### config.mk
export PLATFORM = sky130hd
export DESIGN_NAME = evt_pub_regs
export DESIGN_NICKNAME = d
export VERILOG_FILES = /design/src/rtl/evt_pub_pkg.sv /design/src/rtl/evt_pub_if.sv /design/src/rtl/evt_pub_regs.sv /design/src/rtl/evt_publisher.sv
export VERILOG_INCLUDE_DIRS = /design/src /design/src/rtl
export SDC_FILE = /design/constraint.sdc
export NUM_CORES = 1
export LEC_CHECK = 0
export BUFFER_PORTS_ARGS = -buffer_cell sky130_fd_sc_hd__buf_2
export CAP_MARGIN = 40
export CORE_MARGIN = 2
export CORE_UTILIZATION = 55
export DETAILED_ROUTE_END_ITERATION = 10
export PLACE_DENSITY_LB_ADDON = 0.2
export SLEW_MARGIN = 25
export SYNTH_ARGS = -nofsm -noshare
export SYNTH_HDL_FRONTEND = slang
export SYNTH_HIERARCHICAL = 1
export SYNTH_SLANG_ARGS = --single-unit
### constraint.sdc
create_clock -name mclk -period 2 [get_ports mclk]
set_input_delay 0.2 -clock mclk [delete_from_list [all_inputs] [get_ports mclk]]
set_output_delay 0.2 -clock mclk [all_outputs]
set_load 0.1 [all_outputs]
### src/rtl/evt_pub_defs.svh
`ifndef EVT_PUB_DEFS_SVH
`define EVT_PUB_DEFS_SVH

// ============================================================
// Register byte offsets
`define OFS_STOPPED_FLAG     12'h104
`define OFS_ERROR_FLAG       12'h124
`define OFS_RX_BEGUN_FLAG    12'h14C
`define OFS_TX_BEGUN_FLAG    12'h150
`define OFS_WRITE_CMD_FLAG   12'h164
`define OFS_READ_CMD_FLAG    12'h168
`define OFS_STOPPED_CFG      12'h184
`define OFS_ERROR_CFG        12'h1A4
`define OFS_RX_BEGUN_CFG     12'h1CC
`define OFS_TX_BEGUN_CFG     12'h1D0
`define OFS_IRQ_STATUS       12'h400
`define OFS_IRQ_MASK         12'h404

// ============================================================
// Field positions and widths
`define CHAN_IDX_MSB         4'hF
`define CHAN_W               16
`define CFG_EN_BIT           31
`define NUM_EVENTS           6
`define NUM_PUB              4
`define REG_RESET            32'h0000_0000
`define UNMAPPED_READ        32'h0000_0000

`endif

### src/rtl/evt_pub_pkg.sv
package evt_pub_pkg;

    // Index of each event in the six-bit event vectors
    typedef enum logic [2:0] {
        EV_STOPPED  = 3'h0,
        EV_ERROR    = 3'h1,
        EV_RX_BEGUN = 3'h2,
        EV_TX_BEGUN = 3'h3,
        EV_WRITE    = 3'h4,
        EV_READ     = 3'h5
    } event_idx_type;

    // Bus slave phase
    typedef enum logic [0:0] {
        BUS_IDLE = 1'b0,
        BUS_DONE = 1'b1
    } bus_state_type;

    // One publish configuration word
    typedef struct packed {
        logic        en;
        logic [15:0] channel_index;
    } pub_cfg_type;

endpackage

### src/rtl/evt_pub_if.sv
`timescale 1ns/1ps

// ============================================================
// Publish configuration and event strobe between top and publishers
interface evt_pub_if;
    logic        en;            // Publishing enabled
    logic [15:0] channel_index; // Channel to drive
    logic        event_pulse;   // Event occurred this cycle
    modport ctrl (output en, output channel_index, output event_pulse);
    modport pub  (input en, input channel_index, input event_pulse);
endinterface

### src/rtl/evt_pub_regs.sv
`timescale 1ns/1ps
`include "evt_pub_defs.svh"

// Notes on behaviour
// - Stopped publish config word at 0x184.
// - Error broadcast on configured channel when enabled.
// - Receive-begun broadcast on configured channel when enabled.
// - Transmit-begun broadcast on configured channel when enabled.
module evt_pub_regs (
    // Clock and reset
    input  wire logic        mclk,
    input  wire logic        sys_rst,
    // Avalon-MM slave
    input  wire logic [11:0] avs_address,
    input  wire logic        avs_read,
    input  wire logic        avs_write,
    input  wire logic [31:0] avs_writedata,
    input  wire logic [3:0]  avs_byteenable,
    output logic [31:0]      avs_readdata,
    output logic             avs_waitrequest,
    output logic [1:0]       avs_response,
    // Event inputs from the two_wire_target engine, one-cycle pulses
    input  wire logic [5:0]  event_in,
    // Published strobes: stopped, error, receive begun, transmit begun
    output logic [3:0]       pub_valid,
    output logic [63:0]      pub_channel,
    // Interrupt
    output logic             irq
);
    import evt_pub_pkg::*;

    // ============================================================
    // State
    logic [5:0]          flag_ff;       // Event flags, bit0 of each flag reg
    logic [5:0]          nxt_flag;
    pub_cfg_type [3:0]   cfg_ff;        // Publish configurations
    pub_cfg_type [3:0]   nxt_cfg;
    logic [5:0]          ista_ff;       // Sticky interrupt status
    logic [5:0]          nxt_ista;
    logic [5:0]          imask_ff;      // Interrupt mask
    logic [5:0]          nxt_imask;
    logic                irq_ff;        // Registered interrupt
    logic                nxt_irq;
    // Bus slave state
    bus_state_type       bus_ff;        // Bus phase
    bus_state_type       nxt_bus;
    logic                wait_ff;       // Registered waitrequest
    logic                nxt_wait;
    logic [31:0]         rdata_ff;      // Read data register
    logic [31:0]         nxt_rdata;
    logic [1:0]          resp_ff;       // Response code
    logic [1:0]          nxt_resp;
    // Decode results
    logic [31:0]         rd_mux;        // Addressed register value
    logic                hit;           // Address is mapped
    logic                wr_go;         // Write takes effect now
    logic                lane0;         // Low byte enabled
    logic                lane_hi;       // Byte 3 enabled
    logic [5:0]          flag_wsel;     // Flag written this cycle
    logic [3:0]          cfg_wsel;      // Config written this cycle
    logic [31:0]         wmask;         // Byte-enable bit mask

    // ============================================================
    // Address decode and read mux
    always_comb begin
        hit       = 1'b1;
        rd_mux    = `UNMAPPED_READ;
        flag_wsel = 6'h00;
        cfg_wsel  = 4'h0;
        case (avs_address)
            // Event flags: only bit 0 is stored
            `OFS_STOPPED_FLAG:   begin
                rd_mux = {31'h0, flag_ff[EV_STOPPED]};
                flag_wsel[EV_STOPPED] = 1'b1;
            end
            `OFS_ERROR_FLAG:     begin
                rd_mux = {31'h0, flag_ff[EV_ERROR]};
                flag_wsel[EV_ERROR] = 1'b1;
            end
            `OFS_RX_BEGUN_FLAG:  begin
                rd_mux = {31'h0, flag_ff[EV_RX_BEGUN]};
                flag_wsel[EV_RX_BEGUN] = 1'b1;
            end
            `OFS_TX_BEGUN_FLAG:  begin
                rd_mux = {31'h0, flag_ff[EV_TX_BEGUN]};
                flag_wsel[EV_TX_BEGUN] = 1'b1;
            end
            `OFS_WRITE_CMD_FLAG: begin
                rd_mux = {31'h0, flag_ff[EV_WRITE]};
                flag_wsel[EV_WRITE] = 1'b1;
            end
            `OFS_READ_CMD_FLAG:  begin
                rd_mux = {31'h0, flag_ff[EV_READ]};
                flag_wsel[EV_READ] = 1'b1;
            end
            `OFS_STOPPED_CFG:    begin
                rd_mux = {cfg_ff[0].en, 15'h0, cfg_ff[0].channel_index};
                cfg_wsel[0] = 1'b1;
            end
            `OFS_ERROR_CFG:      begin
                rd_mux = {cfg_ff[1].en, 15'h0, cfg_ff[1].channel_index};
                cfg_wsel[1] = 1'b1;
            end
            `OFS_RX_BEGUN_CFG:   begin
                rd_mux = {cfg_ff[2].en, 15'h0, cfg_ff[2].channel_index};
                cfg_wsel[2] = 1'b1;
            end
            `OFS_TX_BEGUN_CFG:   begin
                rd_mux = {cfg_ff[3].en, 15'h0, cfg_ff[3].channel_index};
                cfg_wsel[3] = 1'b1;
            end
            // Own interrupt registers, one bit per event
            `OFS_IRQ_STATUS:     rd_mux = {26'h0, ista_ff};
            `OFS_IRQ_MASK:       rd_mux = {26'h0, imask_ff};
            // Unmapped: read zero, answer with a decode error
            default:             hit = 1'b0;
        endcase
    end

    // Write qualifiers
    assign wr_go   = avs_write && (bus_ff == BUS_IDLE);
    assign lane0   = avs_byteenable[0];
    assign lane_hi = avs_byteenable[3];
    assign wmask   = {{8{avs_byteenable[3]}}, {8{avs_byteenable[2]}},
                      {8{avs_byteenable[1]}}, {8{avs_byteenable[0]}}};

    // ============================================================
    // Bus phase: one wait cycle, answer on the second
    always_comb begin
        nxt_bus   = bus_ff;
        nxt_rdata = rdata_ff;
        nxt_resp  = resp_ff;
        case (bus_ff)
            BUS_IDLE: begin
                // Take a request only in the idle phase
                if (avs_read || avs_write) begin
                    nxt_bus   = BUS_DONE;
                    nxt_rdata = avs_read ? rd_mux : 32'h0000_0000;
                    nxt_resp  = hit ? 2'h0 : 2'h3;
                end
            end
            BUS_DONE: begin
                // Answer cycle lasts exactly one clock
                nxt_bus = BUS_IDLE;
            end
            default: nxt_bus = BUS_IDLE;
        endcase
        // Waitrequest drops only in the answer cycle
        nxt_wait = (nxt_bus == BUS_IDLE);
    end

    // ============================================================
    // Flags, configs and interrupt state
    always_comb begin
        nxt_flag  = flag_ff;
        nxt_cfg   = cfg_ff;
        nxt_imask = imask_ff;
        nxt_ista  = ista_ff;
        // Software writes first, so hardware events override them
        if (wr_go && lane0) begin
            // write of bit 0 stores the flag
            nxt_flag = (flag_ff & ~flag_wsel) | (flag_wsel & {6{avs_writedata[0]}});
            // Mask register takes the whole field
            if (avs_address == `OFS_IRQ_MASK) begin
                nxt_imask = avs_writedata[5:0];
            end
            // Status: a one clears its bit
            if (avs_address == `OFS_IRQ_STATUS) begin
                nxt_ista = ista_ff & ~avs_writedata[5:0];
            end
        end
        // Publish words: channel by lanes 0-1, enable by lane 3
        if (wr_go) begin
            for (int i = 0; i < `NUM_PUB; i++) begin
                if (cfg_wsel[i]) begin
                    nxt_cfg[i].channel_index = (cfg_ff[i].channel_index & ~wmask[15:0])
                                             | (avs_writedata[15:0] & wmask[15:0]);
                    if (lane_hi) begin
                        nxt_cfg[i].en = avs_writedata[`CFG_EN_BIT];
                    end
                end
            end
        end
        // event sets flag, winning over a clear
        nxt_flag = nxt_flag | event_in;
        nxt_ista = nxt_ista | event_in;
        nxt_irq  = |(nxt_ista & nxt_imask);
    end

    // ============================================================
    // Register all state
    always_ff @(posedge mclk) begin
        if (sys_rst) begin
            flag_ff  <= 6'h00;
            cfg_ff   <= '0;
            ista_ff  <= 6'h00;
            imask_ff <= 6'h00;
            irq_ff   <= 1'b0;
            bus_ff   <= BUS_IDLE;
            // Waitrequest is held high through reset
            wait_ff  <= 1'b1;
            rdata_ff <= `REG_RESET;
            resp_ff  <= 2'h0;
        end else begin
            flag_ff  <= nxt_flag;
            cfg_ff   <= nxt_cfg;
            ista_ff  <= nxt_ista;
            imask_ff <= nxt_imask;
            irq_ff   <= nxt_irq;
            bus_ff   <= nxt_bus;
            wait_ff  <= nxt_wait;
            rdata_ff <= nxt_rdata;
            resp_ff  <= nxt_resp;
        end
    end

    assign avs_waitrequest = wait_ff;
    assign avs_readdata    = rdata_ff;
    assign avs_response    = resp_ff;
    assign irq             = irq_ff;

    // ============================================================
    // Publishers for stopped, error, receive begun, transmit begun
    // Each publisher takes one event bit and one configuration word
    evt_pub_if pif [3:0] ();
    localparam logic [2:0] PUB_SRC [4] = '{EV_STOPPED, EV_ERROR, EV_RX_BEGUN, EV_TX_BEGUN};
    for (genvar g = 0; g < `NUM_PUB; g++) begin : g_pub
        assign pif[g].en            = cfg_ff[g].en;
        assign pif[g].channel_index = cfg_ff[g].channel_index;
        assign pif[g].event_pulse   = event_in[PUB_SRC[g]];
        evt_publisher u_pub (
            .mclk        (mclk),
            .sys_rst     (sys_rst),
            .cfg         (pif[g]),
            .pub_valid   (pub_valid[g]),
            .pub_channel (pub_channel[16*g +: 16])
        );
    end

    // ============================================================
    // Checks
    // event sets flag
    flag_set_a: assert property (@(posedge mclk) disable iff (sys_rst)
        event_in[EV_STOPPED] |=> flag_ff[EV_STOPPED])
        else $error("stopped flag not set by event");
    read_set_a: assert property (@(posedge mclk) disable iff (sys_rst)
        event_in[EV_READ] |=> flag_ff[EV_READ])
        else $error("read command flag not set by event");
    flag_clear_a: assert property (@(posedge mclk) disable iff (sys_rst)
        wr_go && lane0 && avs_address == `OFS_ERROR_FLAG && !avs_writedata[0] && !event_in[EV_ERROR]
        |=> !flag_ff[EV_ERROR])
        else $error("error flag not cleared by zero write");
    flag_keep_a: assert property (@(posedge mclk) disable iff (sys_rst)
        flag_ff[EV_TX_BEGUN] && !(wr_go && avs_address == `OFS_TX_BEGUN_FLAG) |=> flag_ff[EV_TX_BEGUN])
        else $error("transmit begun flag dropped without a write");
    stop_cfg_a: assert property (@(posedge mclk) disable iff (sys_rst)
        wr_go && avs_address == `OFS_STOPPED_CFG && avs_byteenable == 4'hF
        |=> cfg_ff[0].channel_index == $past(avs_writedata[15:0])
            && cfg_ff[0].en == $past(avs_writedata[31]))
        else $error("stopped publish word not stored");
    err_pub_a: assert property (@(posedge mclk) disable iff (sys_rst)
        event_in[EV_ERROR] && cfg_ff[1].en |=> pub_valid[1])
        else $error("error event not published");
    err_quiet_a: assert property (@(posedge mclk) disable iff (sys_rst)
        event_in[EV_ERROR] && !cfg_ff[1].en |=> !pub_valid[1])
        else $error("error published while disabled");
    rx_pub_a: assert property (@(posedge mclk) disable iff (sys_rst)
        event_in[EV_RX_BEGUN] && cfg_ff[2].en
        |=> pub_valid[2] && pub_channel[47:32] == $past(cfg_ff[2].channel_index))
        else $error("receive begun not published on channel");
    tx_pub_a: assert property (@(posedge mclk) disable iff (sys_rst)
        event_in[EV_TX_BEGUN] && cfg_ff[3].en
        |=> pub_valid[3] && pub_channel[63:48] == $past(cfg_ff[3].channel_index))
        else $error("transmit begun not published on channel");
    // Exactly one wait cycle per transfer
    bus_answer_a: assert property (@(posedge mclk) disable iff (sys_rst)
        (avs_read || avs_write) && avs_waitrequest |=> !avs_waitrequest ##1 avs_waitrequest)
        else $error("bus answer not after one wait cycle");
    // Unmapped address answers with a decode error
    unmapped_resp_a: assert property (@(posedge mclk) disable iff (sys_rst)
        (avs_read || avs_write) && avs_waitrequest && !hit |=> avs_response == 2'h3)
        else $error("unmapped access without decode error");
    // Unmapped write leaves the publish words alone
    cfg_quiet_a: assert property (@(posedge mclk) disable iff (sys_rst)
        wr_go && !hit |=> $stable(cfg_ff))
        else $error("unmapped write changed a publish word");
    // Status bit cleared by writing one
    ista_clear_a: assert property (@(posedge mclk) disable iff (sys_rst)
        wr_go && lane0 && avs_address == `OFS_IRQ_STATUS && avs_writedata[1] && !event_in[EV_ERROR]
        |=> !ista_ff[EV_ERROR])
        else $error("error status not cleared by one write");
endmodule

### src/rtl/evt_publisher.sv
`timescale 1ns/1ps
`include "evt_pub_defs.svh"

// ============================================================
// One event publisher: registered channel strobe
module evt_publisher (
    // Clock and reset
    input  wire logic        mclk,
    input  wire logic        sys_rst,
    // Configuration and event
    evt_pub_if.pub           cfg,
    // Published strobe
    output logic             pub_valid,
    output logic [15:0]      pub_channel
);
    import evt_pub_pkg::*;

    logic        pub_valid_ff;  // Strobe register
    logic [15:0] pub_chan_ff;   // Channel register
    logic        nxt_pub_valid;
    logic [15:0] nxt_pub_chan;

    // ============================================================
    // Next strobe only when enabled
    always_comb begin
        nxt_pub_valid = cfg.event_pulse & cfg.en;
        nxt_pub_chan  = pub_chan_ff;
        if (cfg.event_pulse && cfg.en) begin
            nxt_pub_chan = cfg.channel_index;
        end
    end

    // Register stage
    always_ff @(posedge mclk) begin
        if (sys_rst) begin
            pub_valid_ff <= 1'b0;
            pub_chan_ff  <= 16'h0000;
        end else begin
            pub_valid_ff <= nxt_pub_valid;
            pub_chan_ff  <= nxt_pub_chan;
        end
    end

    assign pub_valid   = pub_valid_ff;
    assign pub_channel = pub_chan_ff;

    pub_follow_a: assert property (@(posedge mclk) disable iff (sys_rst)
        cfg.event_pulse && cfg.en |=> pub_valid && pub_channel == $past(cfg.channel_index))
        else $error("publish strobe missing or wrong channel");
    pub_gated_a: assert property (@(posedge mclk) disable iff (sys_rst)
        !(cfg.event_pulse && cfg.en) |=> !pub_valid)
        else $error("publish strobe without enabled event");
endmodule

### After elaboration in Yosys (flattened, before gate mapping)

Index checks and enable logic that the tools add are counted.

* equality and inequality tests: 12
* multiplexer cells: 21
* bitwise operators: 25
* reduce and logical (&&, ||, !) cells: 18

Operators with widths (number)
* $pmux W32 S12: 1
* $eq A12 B9 Y1 const B: 10
* $and A16 B16 Y16: 5
* $or A16 B16 Y16: 4
* $mux W32: 1
* $mux W6: 5
* $and A6 B6 Y6: 4
* $eq A12 B11 Y1 const B: 2
* $or A6 B6 Y6: 3
* $not A16 Y16: 1
* $mux W1: 12
* $not A6 Y6: 2
* $reduce_and A3 Y1: 4
* $reduce_or A12 Y1: 1
* $reduce_and A2 Y1: 5
* $logic_and A1 B1 Y1: 6
* $reduce_or A6 Y1: 1
* $and A1 B1 Y1: 4
* $mux W2: 1
* $not A1 Y1: 2
* $pmux W1 S2: 1
* $logic_or A1 B1 Y1: 1

* flip-flop bits (word level): 191
* input port bits: 58
* output and inout bits: 104
* word-level logic and storage cells: 100

### Depth between registers and ports, before layout

* depth in word-level cells: 7
* mapped depth: 9
* mapped depth without buffers: 6

### Modules after synthesis

Netlist, hierarchy kept.

Modules (own cells, without submodules)
* evt_pub_regs: instances 1, cells each 517, area an instance 4878.4 sq um, seq. area each 2142.1 sq um
* evt_publisher: instances 4, cells each 77, area an instance 803.3 sq um, seq. area each 340.3 sq um

### Worst setup path before layout

OpenSTA, ideal clock, no wires.

* path kind: input to register
* start point: input avs_address[5]
* end point: register irq_ff, in the netlist irq
* setup time: 0.132 ns
* arrival time: 1.733 ns
* required time: 1.868 ns
* slack: 0.135 ns
* stages on the path: 9
* buffers on the path: 3
* cells stage by stage: buf_2 -> nor3_2 -> and2_1 -> buf_2 -> and4_1 -> buf_4 -> mux2_1 -> o2bb2a_1 -> a31oi_1

* cells in the longest elaborated chain, start to end: 6
* elaborated cells on any way between the ends: 9
* those cells by class: 2 x eq/ne; 4 x mux; 2 x bitwise; 1 x reduce/logical

RTL lines
* from (decl): RTL line evt_pub_regs.sv:14 `input wire logic [11:0] avs_address,`
* $eq A12 B11 Y1
* $mux W6: RTL line evt_pub_regs.sv:168 `` if (avs_address == `OFS_IRQ_STATUS) begin ``
* $mux W6: RTL line evt_pub_regs.sv:160 `if (wr_go && lane0) begin`
* $or A6 B6 Y6: RTL line evt_pub_regs.sv:186 `nxt_ista = nxt_ista | event_in;`
* $and A6 B6 Y6 (*): RTL line evt_pub_regs.sv:187 `nxt_irq = |(nxt_ista & nxt_imask);`
* $reduce_or A6 Y1 (*): RTL line evt_pub_regs.sv:187
* to (signal assigned): RTL line evt_pub_regs.sv:209 `irq_ff <= nxt_irq;`
* to (decl): RTL line evt_pub_regs.sv:42 `logic irq_ff;`

Every way passes the cells marked *; elsewhere a longest branch is shown, timed or not.
A chain may end at the register's enable or synchronous reset.

### Worst setup path after layout

* start point: register bus_ff
* end point: register irq_ff, in the netlist irq

* cells in the longest elaborated chain, start to end: 7
* elaborated cells on any way between the ends: 8
* those cells by class: 2 x mux; 3 x bitwise; 3 x reduce/logical

RTL lines
* from (decl): RTL line evt_pub_regs.sv:45 `bus_state_type bus_ff;`
* from (signal assigned): RTL line evt_pub_regs.sv:210 `bus_ff <= nxt_bus;`
* $not A1 Y1 (*)
* $logic_and A1 B1 Y1 (*): RTL line evt_pub_regs.sv:121 `assign wr_go = avs_write && (bus_ff == BUS_IDLE);`
* $logic_and A1 B1 Y1 (*): RTL line evt_pub_regs.sv:160
* $mux W6: RTL line evt_pub_regs.sv:160
* $or A6 B6 Y6: RTL line evt_pub_regs.sv:186
* $and A6 B6 Y6 (*): RTL line evt_pub_regs.sv:187
* $reduce_or A6 Y1 (*): RTL line evt_pub_regs.sv:187

Marked as above.

==> reports/metrics.cfg <==
[floorplanning]
die_h_um = 125
ios = 162
die_area_mm2 = 0.0157
core_mm2 = 0.0145
die_x_um = 125
start_util_pct = 55.9
core.rowCount = 44

[min_path]
hold_end = flag_ff[5]
hold_depth = 3
holdCritStartpoint = event_in[5]
min_path_type = in -> reg

[setup_path]
critPathBufInv = 1
crit_type = reg -> reg
worstPathRequired_ns = 2.34
crit_family = simple AND/OR/NAND/NOR gates
critical_path_arrival_ns = 2.16
cp_cell_sequence = and3b_1, and2_1, and4_1, buf_4, mux2i_1, o2bb2a_1, a31oi_1
slowest_stage = dfxtp_1
r2r_cells = 7
slowest_delay_ns = 0.36
worstSetupPathDepth = 7
reg2reg_slack_ns = 0.18
worstSetupEndpointType = flip-flop
startpoint_type = flip-flop
cp_max_fo = 4
r2r_end = irq
reg2reg_from = bus_ff

[place]
place_inst = 1125
io_buffers = 130
preCtsSetupSlack_ns = -0.102
gp_congestion = 0.930
dp_hpwl_um = 16400

[clocking]
htree_levels = 4
insertion_delay_ns = 0.43
ctsHoldBuffers = 0
cts-root-buf = clkbuf_16
post_cts.repair.setup_buffers = 0
clk_pin_slew_ns = 0.06
cts_resized = 0
clockBufferDepth = 2
cts.sink_count = 175
numCtsBuffers = 17
tritoncts = built

[drt]
wl_per_cell_um = 19.2
ant_nets = 0
vias = 6689
drc = 0
drt_iter0_drc = 526
viasPerCell = 5.79
routed_wl_um = 22200
dr.pass1.iters = 7

[global_route]
grt_pass1_vias = 6307
met1_usage_pct = 40.7
gr-total-overflow = 0
gr-usage-met3_pct = 9.07
grt_usage_pct = 28.3
top_usage_layer = met2
grtUsageMet2_pct = 41.2
grt_max_degree = 61
antenna_found_initial = 0
grt_pass1_wl_um = 35100

[final_layout]
fin_nets = 1018
final_cells = 1156
n_antenna_cell = 0
syn_to_final_growth_pct = 17.1
n_fill_cell = 1241
layout-drive-gt1-share_pct = 30.3

[synthesis]
ys_seq_elements = 175
syn_inst = 825
yosys_warnings = 6
seq_area_frac_synth_pct = 43.3
synth.avg_cell_area_um2 = 9.81
synth.distinct_cells = 57
synth_ff_type = dfxtp_1
synth_edf_count = 0
synthesis.area_mm2 = 0.00809
async_reset_ff_share_pct = 0

[timing]
setup_violations = 0
worstMarginPinSlew_ns = 0.753
fin_crit_sh_pct = 91.1
hold_violations = 0
max_freq_mhz = 549
maxSlewViolCount = 0
finalWorstSetupSlack_ns = 0.179
rsz0062_at_grt = no
fin_skew_ns = 0.00706
tns_ns = 0
finalCriticalPeriod_ns = 1.82
slew-limit-headroom_pct = 49.7

[power]
powerDensity_mw_per_mm2 = 771
ir_drop_uv = 618
leakagePower_nw = 3.93

[status]
status = finished, final reports clean

[flow_run]
max_cap_violations = 0

==> synthesized netlist by cell type, types with 2 or more instances <==
| cell | number | share of area (%) |
|---|---|---|
| a21oi_2 | 52 | 5.6 |
| nand3_1 | 76 | 4.7 |
| nor4b_1 | 2 | 0.22 |
| nand4_1 | 6 | 0.46 |
| o21ai_1 | 11 | 0.68 |
| inv_1 | 7 | 0.32 |
| a22oi_1 | 7 | 0.65 |
| a21oi_1 | 35 | 2.2 |
| o21ai_0 | 6 | 0.37 |
| a221oi_1 | 3 | 0.32 |
| clkbuf_1 | 15 | 0.70 |
| buf_8 | 2 | 0.37 |
| nor2_8 | 3 | 0.74 |
| o22a_1 | 2 | 0.22 |
| and2_1 | 2 | 0.15 |
| a222oi_1 | 16 | 2.0 |
| a31oi_1 | 3 | 0.23 |
| and4_1 | 2 | 0.22 |
| or4b_4 | 2 | 0.34 |
| nand2b_1 | 2 | 0.15 |
| nor2_1 | 87 | 4.0 |
| buf_2 | 19 | 1.2 |
| mux2i_1 | 64 | 7.9 |
| nor2_4 | 4 | 0.56 |
| nor2b_1 | 3 | 0.23 |
| o22ai_1 | 2 | 0.15 |
| buf_6 | 22 | 3.1 |
| dfxtp_1 | 175 | 43 |
| buf_4 | 29 | 2.7 |
| a22o_1 | 18 | 1.9 |
| and3_1 | 6 | 0.46 |
| mux2_1 | 2 | 0.28 |
| a21bo_1 | 65 | 8.0 |
| nor3_2 | 2 | 0.25 |
| nand2_1 | 51 | 2.4 |
==> per-layer routing <==
layer / wire length (µm) / part of all wire, %
met1: 10200 / 46
met2: 9690 / 44
met4: 291 / 1.3
met5: 0 / 0
met3: 2010 / 9.0
==> cells in the final DEF, fill, tap and decap left out, types with 3 or more instances in the layout <==
cell / Yosys / routed
clkbuf_16: 0 / 17
a221oi_1: 3 / 3
clkinv_2: 0 / 3
a21bo_1: 65 / 65
nand3_1: 76 / 76
and3_1: 6 / 6
a22oi_1: 7 / 7
buf_2: 19 / 129
buf_4: 29 / 53
o21ai_0: 6 / 6
buf_12: 0 / 6
mux2i_1: 64 / 64
dfxtp_1: 175 / 175
nor2b_1: 3 / 3
a222oi_1: 16 / 16
a21oi_2: 52 / 52
conb_1: 1 / 15
nand4_1: 6 / 6
a21oi_1: 35 / 35
nor2_4: 4 / 4
a31oi_1: 3 / 3
clkbuf_8: 0 / 3
nor2_8: 3 / 3
inv_1: 7 / 7
inv_6: 0 / 3
nor2_1: 87 / 87
nand2_1: 51 / 51
a22o_1: 18 / 18
o21ai_1: 11 / 11
==> how the worst max path moves through the flow <==
stage                   startpoint         to  slack (ns)
floorplan           avs_address[5]        irq        0.13
global placement    avs_address[9]  flip-flop       -0.06
detailed placement  avs_address[9]  flip-flop       -0.10
CTS                         bus_ff        irq        0.20
global route                bus_ff        irq        0.07
finish                      bus_ff        irq        0.18
==> area by class of cell <==
class / instances / area, µm² / share of cell area (%)
clock buffer: 20 / 467 / 4.93
inverter: 7 / 26.3 / 0.277
multi-input combinational: 570 / 3970 / 41.9
sequential: 175 / 3500 / 37.0
timing repair buffer: 189 / 1170 / 12.4
clock inverter: 11 / 106 / 1.12
tap: 184 / 230 / 2.43
==> worst reg2reg max path, delay by kind of cell (launching register included) <==
| kind | cells | cell delay (ns) |
|---|---|---|
| AOI/OAI and AO/OA | 2 | 0.48 |
| buffers and inverters | 1 | 0.17 |
| DFF | 1 | 0.36 |
| muxes | 1 | 0.14 |
| and+or+nand+nor | 3 | 0.60 |
==> stage by stage <==
stage | hold WS (ns) | total power, mW | instance area [µm²] | util, %
after floorplan | 0.320 | 4.00 | 8140 | -
after global placement | 0.464 | 4.12 | 8900 | 61.5
after detailed placement | 0.465 | 4.13 | 8900 | 61.5
after CTS | 0.0363 | 7.33 | 9480 | 65.4
after global routing | 0.0512 | 7.52 | 9480 | 65.4
final | 0.0481 | 7.31 | 9480 | 65.4
==> where the power goes <==
group	switching [mW]	total, mW	internal (mW)
Combinational	0.422	0.538	0.116
Sequential	0.0130	3.52	3.51
Clock	1.43	3.25	1.82
==> cells by family (layout without fill, tap and decap cells) <==
group	Yosys count	after routing	share of synthesized area, %
buffers and inverters	94	227	8.32
flip-flops	175	175	43.3
multiplexers	67	67	8.33
AND/OR/NAND/NOR	261	261	16.7
AO/OA/AOI/OAI	226	226	23.2
other	1	15	0.0463
XOR/XNOR	1	1	0.108
(Power assumes the default switching activity.)
